`config.mk`:
```
export PLATFORM = sky130hd
export DESIGN_NAME = iod_decoder
export DESIGN_NICKNAME = d
export VERILOG_FILES = /design/src/rtl/iod_pkg.sv /design/src/rtl/iod_decoder.sv /design/src/rtl/iod_sync2.sv
export SDC_FILE = /design/constraint.sdc
export NUM_CORES = 1
export LEC_CHECK = 0
export BUFFER_PORTS_ARGS = -buffer_cell sky130_fd_sc_hd__buf_2
export CORE_MARGIN = 4
export CORE_UTILIZATION = 43
export CTS_CLUSTER_DIAMETER = 40
export DETAILED_ROUTE_END_ITERATION = 7
export PLACE_DENSITY = 0.76
export SYNTH_ARGS = -nofsm -noshare
export SYNTH_HDL_FRONTEND = slang
export SYNTH_SLANG_ARGS = --single-unit
```
`constraint.sdc`:
```
create_clock -name clk_sys_in -period 2.07 [get_ports clk_sys_in]
set_clock_uncertainty 0.05 [all_clocks]
set_input_delay 0 -clock clk_sys_in [delete_from_list [all_inputs] [get_ports clk_sys_in]]
set_output_delay 0 -clock clk_sys_in [all_outputs]
set_load 0.005 [all_outputs]
```
`src/rtl/iod_pkg.sv`:
```
package iod_pkg;

    // Window placement
    localparam logic [31:0] IOD_BASE_00 = 32'hF000_0000;
    localparam logic [31:0] IOD_BASE_01 = 32'hF040_0000;
    localparam logic [31:0] IOD_BASE_10 = 32'hFF80_0000;
    localparam logic [31:0] IOD_BASE_11 = 32'hFFC0_0000;
    localparam int          IOD_WIN_LSB = 21;
    localparam logic [1:0]  IOD_SPACE_RST = 2'h0;

    // Device pages: offset bits [20:12]
    localparam logic [8:0] PG_INTR  = 9'h100;
    localparam logic [8:0] PG_PDMA  = 9'h101;
    localparam logic [8:0] PG_PAR   = 9'h102;
    localparam logic [8:0] PG_PDRST = 9'h103;
    localparam logic [8:0] PG_AUD   = 9'h104;
    localparam logic [8:0] PG_SER   = 9'h105;
    localparam logic [8:0] PG_SCSI  = 9'h106;
    localparam logic [8:0] PG_LAN   = 9'h107;
    localparam logic [8:0] PG_KBD   = 9'h108;
    localparam logic [8:0] PG_RTC   = 9'h109;
    localparam logic [8:0] PG_FLP   = 9'h10A;
    localparam logic [8:0] PG_CLK   = 9'h10B;
    localparam logic [8:0] PG_MISC  = 9'h10C;

    // Offsets within a page
    localparam logic [11:0] PO_ZERO      = 12'h000;
    localparam logic [11:0] PO_WORD1     = 12'h004;
    localparam logic [11:0] PO_WORD2     = 12'h008;
    localparam logic [11:0] PO_PAR_LO    = 12'h800;
    localparam logic [11:0] PO_PAR_HOLE  = 12'h803;
    localparam logic [11:0] PO_PAR_HI    = 12'h807;
    localparam logic [11:0] PO_AUD_PIO   = 12'h028;
    localparam logic [11:0] PO_AUD_DIAG  = 12'h03C;
    localparam logic [11:0] PO_AUD_SER0  = 12'h040;
    localparam logic [11:0] PO_AUD_SER1  = 12'h060;
    localparam logic [11:0] PO_SER_SET   = 12'h800;
    localparam logic [11:0] PO_SCSI_LO   = 12'h100;
    localparam logic [11:0] PO_SCSI_HI   = 12'h13C;
    localparam logic [11:0] PO_FLP_FDATA = 12'h014;
    localparam logic [11:0] PO_FLP_FSTAT = 12'h01C;
    localparam logic [11:0] PO_FLP_CTL   = 12'h020;
    localparam logic [11:0] PO_FLP_OPS   = 12'h040;
    localparam logic [11:0] PO_CLK_LAST  = 12'h00C;
    localparam logic [11:0] PO_MISC_LAST = 12'h010;
    localparam logic [2:0]  UART_AUD_TOP = 3'h6;

    typedef enum logic [4:0] {
        T_NONE       = 5'h00,
        T_EXT8       = 5'h01,
        T_INTR_REG   = 5'h02,
        T_PDMA_REG   = 5'h03,
        T_PAR_RST    = 5'h04,
        T_PAR_REG    = 5'h05,
        T_PDMA_RST   = 5'h06,
        T_AUD_RST    = 5'h07,
        T_AUD_REG    = 5'h08,
        T_AUD_SER0   = 5'h09,
        T_AUD_SER1   = 5'h0A,
        T_SER_RST    = 5'h0B,
        T_SER_REG    = 5'h0C,
        T_SCSI_RST   = 5'h0D,
        T_SCSI_REG   = 5'h0E,
        T_LAN_RST    = 5'h0F,
        T_LAN_CPU    = 5'h10,
        T_LAN_ATTN   = 5'h11,
        T_KBD_RST_ID = 5'h12,
        T_KBD_DATA   = 5'h13,
        T_KBD_CTRL   = 5'h14,
        T_RTC        = 5'h15,
        T_FLP_RST    = 5'h16,
        T_FLP_REG    = 5'h17,
        T_CLK_CFG    = 5'h18,
        T_MISC_REG   = 5'h19,
        T_UNDEF      = 5'h1A
    } iod_tgt_t;

    typedef enum logic [3:0] {
        UR_NONE    = 4'h0,
        UR_DATA    = 4'h1,
        UR_DIV_LO  = 4'h2,
        UR_INT_EN  = 4'h3,
        UR_DIV_HI  = 4'h4,
        UR_IID_FCR = 4'h5,
        UR_LCR     = 4'h6,
        UR_MCR     = 4'h7,
        UR_LSR     = 4'h8,
        UR_MSR     = 4'h9,
        UR_SCRATCH = 4'hA
    } iod_ureg_t;

    typedef struct packed {
        logic        valid;
        logic        wr;
        logic [31:0] addr;
    } iod_req_t;

    typedef struct packed {
        logic        valid;
        logic        wr;
        iod_tgt_t    tgt;
        iod_ureg_t   ureg;
        logic [11:0] page_off;
    } iod_sel_t;

    function automatic logic [31:0] iod_base_of(input logic [1:0] space);
        logic [31:0] b;
        b = IOD_BASE_00;
        unique case (space)
            2'h0: b = IOD_BASE_00;
            2'h1: b = IOD_BASE_01;
            2'h2: b = IOD_BASE_10;
            2'h3: b = IOD_BASE_11;
        endcase
        return b;
    endfunction

    function automatic iod_ureg_t iod_uart_reg(input logic [2:0] idx, input logic dla);
        iod_ureg_t r;
        r = UR_NONE;
        unique case (idx)
            3'h0: r = dla ? UR_DIV_LO : UR_DATA;
            3'h1: r = dla ? UR_DIV_HI : UR_INT_EN;
            3'h2: r = UR_IID_FCR;
            3'h3: r = UR_LCR;
            3'h4: r = UR_MCR;
            3'h5: r = UR_LSR;
            3'h6: r = UR_MSR;
            3'h7: r = UR_SCRATCH;
        endcase
        return r;
    endfunction

endpackage

```
`src/rtl/iod_decoder.sv`:
```
`timescale 1ns/1ps
`default_nettype none
module iod_decoder
    import iod_pkg::*;
(
    input  wire logic       clk_sys_in,
    input  wire logic       reset_in,
    input  wire logic [1:0] ext_bus_strap_in,
    input  wire iod_req_t   req_in,
    input  wire logic [2:0] divisor_latch_access_in,
    output iod_sel_t        sel_out,
    output logic [1:0]      space_out,
    output logic [31:0]     base_out,
    output logic            space_valid_out
);
    logic [1:0]  strap_sync;
    logic        captured_ff;
    logic [1:0]  space_ff;
    logic [31:0] base_ff;
    iod_sel_t    sel_ff;
    iod_sel_t    nxt_sel;
    logic        hit;
    logic [20:0] off;
    logic [8:0]  page;
    logic [11:0] po;
    logic        aligned;

    // Pins are foreign to this clock, so they pass two flops first
    iod_sync2 #(
        .W (2)
    ) u_strap_sync (
        .clk_sys_in (clk_sys_in),
        .d_in       (ext_bus_strap_in),
        .q_out      (strap_sync)
    );

    // Capture at the first edge after release; the sync pipe still shows reset-time pins
    always_ff @(posedge clk_sys_in or posedge reset_in) begin
        if (reset_in) begin
            captured_ff <= 1'b0;
            space_ff    <= IOD_SPACE_RST;
            base_ff     <= IOD_BASE_00;
        end else if (!captured_ff) begin
            captured_ff <= 1'b1;
            space_ff    <= strap_sync;
            base_ff     <= iod_base_of(strap_sync);
        end
    end

    assign space_out       = space_ff;
    assign base_out        = base_ff;
    assign space_valid_out = captured_ff;

    // Window is 2 MB aligned, so the offset is just the low address bits
    assign hit     = req_in.valid && captured_ff &&
                     (req_in.addr[31:IOD_WIN_LSB] == base_ff[31:IOD_WIN_LSB]);
    assign off     = req_in.addr[20:0];
    assign page    = off[20:12];
    assign po      = off[11:0];
    assign aligned = (po[1:0] == 2'h0);

    // One enumerated target per access keeps selects mutually exclusive
    always_comb begin
        nxt_sel = '0;
        if (hit) begin
            nxt_sel.valid    = 1'b1;
            nxt_sel.wr       = req_in.wr;
            nxt_sel.page_off = po;
            nxt_sel.tgt      = T_UNDEF;
            if (!off[20]) begin
                nxt_sel.tgt = T_EXT8;
            end else begin
                unique case (page)
                    PG_INTR: begin
                        if (aligned && po <= PO_MISC_LAST) begin
                            nxt_sel.tgt = T_INTR_REG;
                        end
                    end
                    PG_PDMA: begin
                        nxt_sel.tgt = T_PDMA_REG;
                    end
                    PG_PAR: begin
                        if (po == PO_ZERO) begin
                            nxt_sel.tgt = T_PAR_RST;
                        end else if (po >= PO_PAR_LO && po <= PO_PAR_HI
                                     && po != PO_PAR_HOLE) begin
                            nxt_sel.tgt = T_PAR_REG;
                        end
                    end
                    PG_PDRST: begin
                        nxt_sel.tgt = T_PDMA_RST;
                    end
                    PG_AUD: begin
                        if (po == PO_WORD1) begin
                            nxt_sel.tgt = T_AUD_RST;
                        end else if (aligned && (po <= PO_AUD_PIO || po == PO_AUD_DIAG)) begin
                            nxt_sel.tgt = T_AUD_REG;
                        end else if (po[11:3] == PO_AUD_SER0[11:3]
                                     && po[2:0] <= UART_AUD_TOP) begin
                            nxt_sel.tgt  = T_AUD_SER0;
                            nxt_sel.ureg = iod_uart_reg(po[2:0], divisor_latch_access_in[1]);
                        end else if (po[11:3] == PO_AUD_SER1[11:3]
                                     && po[2:0] <= UART_AUD_TOP) begin
                            nxt_sel.tgt  = T_AUD_SER1;
                            nxt_sel.ureg = iod_uart_reg(po[2:0], divisor_latch_access_in[2]);
                        end
                    end
                    PG_SER: begin
                        if (po == PO_ZERO) begin
                            nxt_sel.tgt = T_SER_RST;
                        end else if (po[11:3] == PO_SER_SET[11:3]) begin
                            nxt_sel.tgt  = T_SER_REG;
                            nxt_sel.ureg = iod_uart_reg(po[2:0],
                                                        divisor_latch_access_in[0]);
                        end
                    end
                    PG_SCSI: begin
                        if (po == PO_ZERO) begin
                            nxt_sel.tgt = T_SCSI_RST;
                        end else if (aligned && po >= PO_SCSI_LO && po <= PO_SCSI_HI) begin
                            nxt_sel.tgt = T_SCSI_REG;
                        end
                    end
                    PG_LAN: begin
                        if (po == PO_ZERO) begin
                            nxt_sel.tgt = T_LAN_RST;
                        end else if (po == PO_WORD1) begin
                            nxt_sel.tgt = T_LAN_CPU;
                        end else if (po == PO_WORD2) begin
                            nxt_sel.tgt = T_LAN_ATTN;
                        end
                    end
                    PG_KBD: begin
                        if (po == PO_ZERO) begin
                            nxt_sel.tgt = T_KBD_RST_ID;
                        end else if (po == PO_WORD1) begin
                            nxt_sel.tgt = T_KBD_DATA;
                        end else if (po == PO_WORD2) begin
                            nxt_sel.tgt = T_KBD_CTRL;
                        end
                    end
                    PG_RTC: begin
                        if (po == PO_ZERO) begin
                            nxt_sel.tgt = T_RTC;
                        end
                    end
                    PG_FLP: begin
                        if (po == PO_ZERO) begin
                            nxt_sel.tgt = T_FLP_RST;
                        end else if (po == PO_WORD1 || po == PO_WORD2 || po == PO_FLP_CTL
                                     || po == PO_FLP_OPS
                                     || (aligned && po >= PO_FLP_FDATA
                                         && po <= PO_FLP_FSTAT)) begin
                            nxt_sel.tgt = T_FLP_REG;
                        end
                    end
                    PG_CLK: begin
                        if (aligned && po <= PO_CLK_LAST) begin
                            nxt_sel.tgt = T_CLK_CFG;
                        end
                    end
                    PG_MISC: begin
                        if (aligned && po <= PO_MISC_LAST) begin
                            nxt_sel.tgt = T_MISC_REG;
                        end
                    end
                    default: begin
                        nxt_sel.tgt = T_UNDEF;
                    end
                endcase
            end
        end
    end

    // Registered select keeps downstream blocks free of decode glitches, at one cycle of latency
    always_ff @(posedge clk_sys_in or posedge reset_in) begin
        if (reset_in) begin
            sel_ff <= '0;
        end else begin
            sel_ff <= nxt_sel;
        end
    end

    assign sel_out = sel_ff;
endmodule
`default_nettype wire

```
`src/rtl/iod_sync2.sv`:
```
`timescale 1ns/1ps
`default_nettype none
// Plain two-stage synchroniser; no reset so the pins are tracked while reset is held
module iod_sync2 #(
    parameter int W = 2
) (
    input  wire logic         clk_sys_in,
    input  wire logic [W-1:0] d_in,
    output logic      [W-1:0] q_out
);
    logic [W-1:0] meta_ff;
    logic [W-1:0] q_ff;

    always_ff @(posedge clk_sys_in) begin
        meta_ff <= d_in;
        q_ff    <= meta_ff;
    end

    assign q_out = q_ff;
endmodule
`default_nettype wire

```
==> results_dict.tcl <==
set metrics [dict create \
    status "complete, no violations" \
    hold_path.class "in2reg" \
    crit_chain "buf_2 > or4_4 > buf_4 > or4_4 > nand2b_1 > a211oi_1 > a41oi_1" \
    routed_wl_mm 6.53 \
    leakage_nw 1.40 \
    tightestPinTransition_ns 0.522 \
    maxSlewViolCount 0 \
    fmax_ghz 0.536 \
    dp_hpwl_mm 5.05 \
    drtIter0Drc 145 \
    max_cap_violations 0 \
    clk_path_buf_depth 2 \
    worstHoldStart "req_in[11]" \
    hold_violations 0 \
    cts_tree "yes" \
    cp_slowest_cell "or4_4" \
    htreeDepth 2 \
    cp-startpoint "req_in[11]" \
    die_w_um 80.7 \
    layout-drive-gt1-share 0.334 \
    finalSetupViolCount 0 \
    n_antenna_cell 0 \
    crit_family "simple AND/OR/NAND/NOR gates" \
    cts_buffers 5 \
    cp_data_arrival_time_ns 1.96 \
    wl_per_cell_um 14.8 \
    max-slew-margin-rel 0.649 \
    fin_ws_ns 0.203 \
    layout_common_cells "72 x buf_2, 32 x buf_4, 28 x dfrtp_1" \
    grt_start_max_net_pins 29 \
    dieArea_sq_mm 0.00651 \
    end_kind "flop" \
    async_flop_share 0.875 \
    post-route-period-util 0.902 \
    ir_drop_mv 0.337 \
    port_buffers 72 \
    synth_top_area_share 0.308 \
    critPathMaxFanout 4 \
    nNetsFinal 411 \
    syn_avg_cell_area_sq_um 8.29 \
    cts.sinks 32 \
    crit_type "in2reg" \
    synthDistinctLibCells 55 \
    vias 2382 \
    p_sw_mw 0.375 \
    setup_tns_ns 0 \
    power_density_mw_per_mm2 471 \
    clk_pin_slew_worst_paths_ns 0.07 \
    crit_path_start_kind "input pin" \
    die_h_um 80.7 \
    crit_required_ns 2.16 \
    root_buffer "clkbuf_8" \
    crit_buf_inv 2 \
    antenna_left 0 \
    ys_seq_area_frac 0.344 \
    yosys.area.top_type "dfrtp_1" \
    core-area_sq_mm 0.00511 \
    track_usage 0.200 \
    yosysWarnings 0 \
    grt_pass1_wl_mm 10.1 \
    cp_slowest_stage_delay_ns 0.54 \
    pwr-share-seq 0.463 \
    synth_flop_cell "dfrtp_1" \
    start_util 0.445 \
    combinationalPowerShare 0.187 \
    synth.area.top_cells "dfrtp_1 31%, buf_4 9.9%, nor2_1 4.1%" \
    final_util 0.577 \
    first_pass_iters 5 \
    crit_top_cell "or4_4" \
    place_area_sq_mm 0.00277 \
    hold_ws_ns 0.0116 \
    clock_latency_ns 0.28 \
    drt-vias-per-instance 5.40 \
    antenna_found_initial 0 \
    grt_overflow_total 0 \
    syn_area_sq_mm 0.00227 \
    ys_ff_latch 32 \
    dp_slack_ns -0.0667 \
    final_common_cell "buf_2" \
    area_growth_pct 29.8 \
    internal_power_mw 1.02 \
    final_area_sq_mm 0.00295 \
    grt_pass1_vias 2176 \
    postSynthCellCount 274 \
    drc 0 \
    io_pins 99 \
    clkPwrFrac 0.349 \
    post-route-min-period_ns 1.87 \
    r2r_start "space_valid_out$_DFF_PP0_" \
    synth_edf_count 0 \
    swShare 0.270 \
    place.gp.congestion 0.977 \
    rows 26 \
]
## final cells by class
class | instances | area [sq um]
Fill cell | 463 | 2160
Multi-Input combinational cell | 215 | 1300
Sequential cell | 32 | 781
Timing Repair Buffer | 110 | 661
Tap cell | 70 | 87.6
Clock buffer | 7 | 86.3
Inverter | 6 | 22.5
Clock inverter | 1 | 7.51
## worst register-to-register path, cell delays in order, from the launching register on
cell and delay [ns]:
dfrtp_1 0.48, nand3_1 0.17, nor4_4 0.43, buf_4 0.17, buf_4 0.11, nand2_1 0.11, a311oi_1 0.24
## cells in the mapped netlist, drive strengths merged (4+ instances only)
library cell / number
a2111oi: 4
a211oi: 4
a21oi: 9
and2: 14
and3b: 4
buf: 32
clkbuf: 14
dfrtp: 28
dfxtp: 4
inv: 5
nand2: 17
nand2b: 8
nand3: 12
nand4: 8
nor2: 26
nor2b: 4
nor3: 5
nor4: 9
o21ai: 11
or4: 6
xor2: 4
## flip-flops by register name (all words and copies together), names as in the netlist
name	cells
base_out	2
sel_out	23
space_out	2
space_valid_out	1
u_strap_sync.meta_ff	2
u_strap_sync.q_out	2
## what timing repair did
action / 4_1_cts / 5_1_grt
setup buffers: 0 / 1
resized for setup: 0 / 2
hold buffers: 6 / 0
endpoints found under the hold margin: 33 / 0
endpoints found under the setup margin: 0 / 7
## layer usage
layer  wire [um]  global-route usage
met1        2780               0.256
met2        2930               0.332
met3         661              0.0291
met4         161              0.0878
met5           0                   0
## power groups by stage
stage	combinational, mW	clock [mW]	sequential, mW
finish	0.261	0.485	0.644
floorplan	0.169	0	0.657
CTS	0.256	0.496	0.643
global route	0.290	0.523	0.644
global placement	0.244	0	0.655
detailed placement	0.246	0	0.655
## cell families after synthesis
group / synth area share
buffers and inverters: 0.136
other: 0.00331
AO/OA/AOI/OAI: 0.187
multiplexers: 0.00936
XOR/XNOR: 0.0154
flip-flops: 0.344
AND/OR/NAND/NOR: 0.306
## final timing paths
path / to / cells past startpoint / slack (ns)
setup reg to reg: sel_out[18]$_DFF_PP0_ / 6 / 0.22
hold / removal: sel_out[11]$_DFF_PP0_ / 3 / 0.01
hold reg to reg: u_strap_sync.q_out[1]$_DFF_P_ / 0 / 0.28
setup / recovery: sel_out[19]$_DFF_PP0_ / 7 / 0.20
max in group asynchronous: sel_out[0]$_DFF_PP0_ / 4 / 1.43
min in group asynchronous: sel_out[15]$_DFF_PP0_ / 4 / 0.27
## stage by stage
step | instances | power (mW)
6_report | 441 | 1.39
4_1_cts | 440 | 1.40
3_3_place_gp | 426 | 0.899
2_1_floorplan | 299 | 0.827
5_1_grt | 441 | 1.46
3_5_place_dp | 426 | 0.901
No activity file was read; power rests on OpenSTA's default activity.
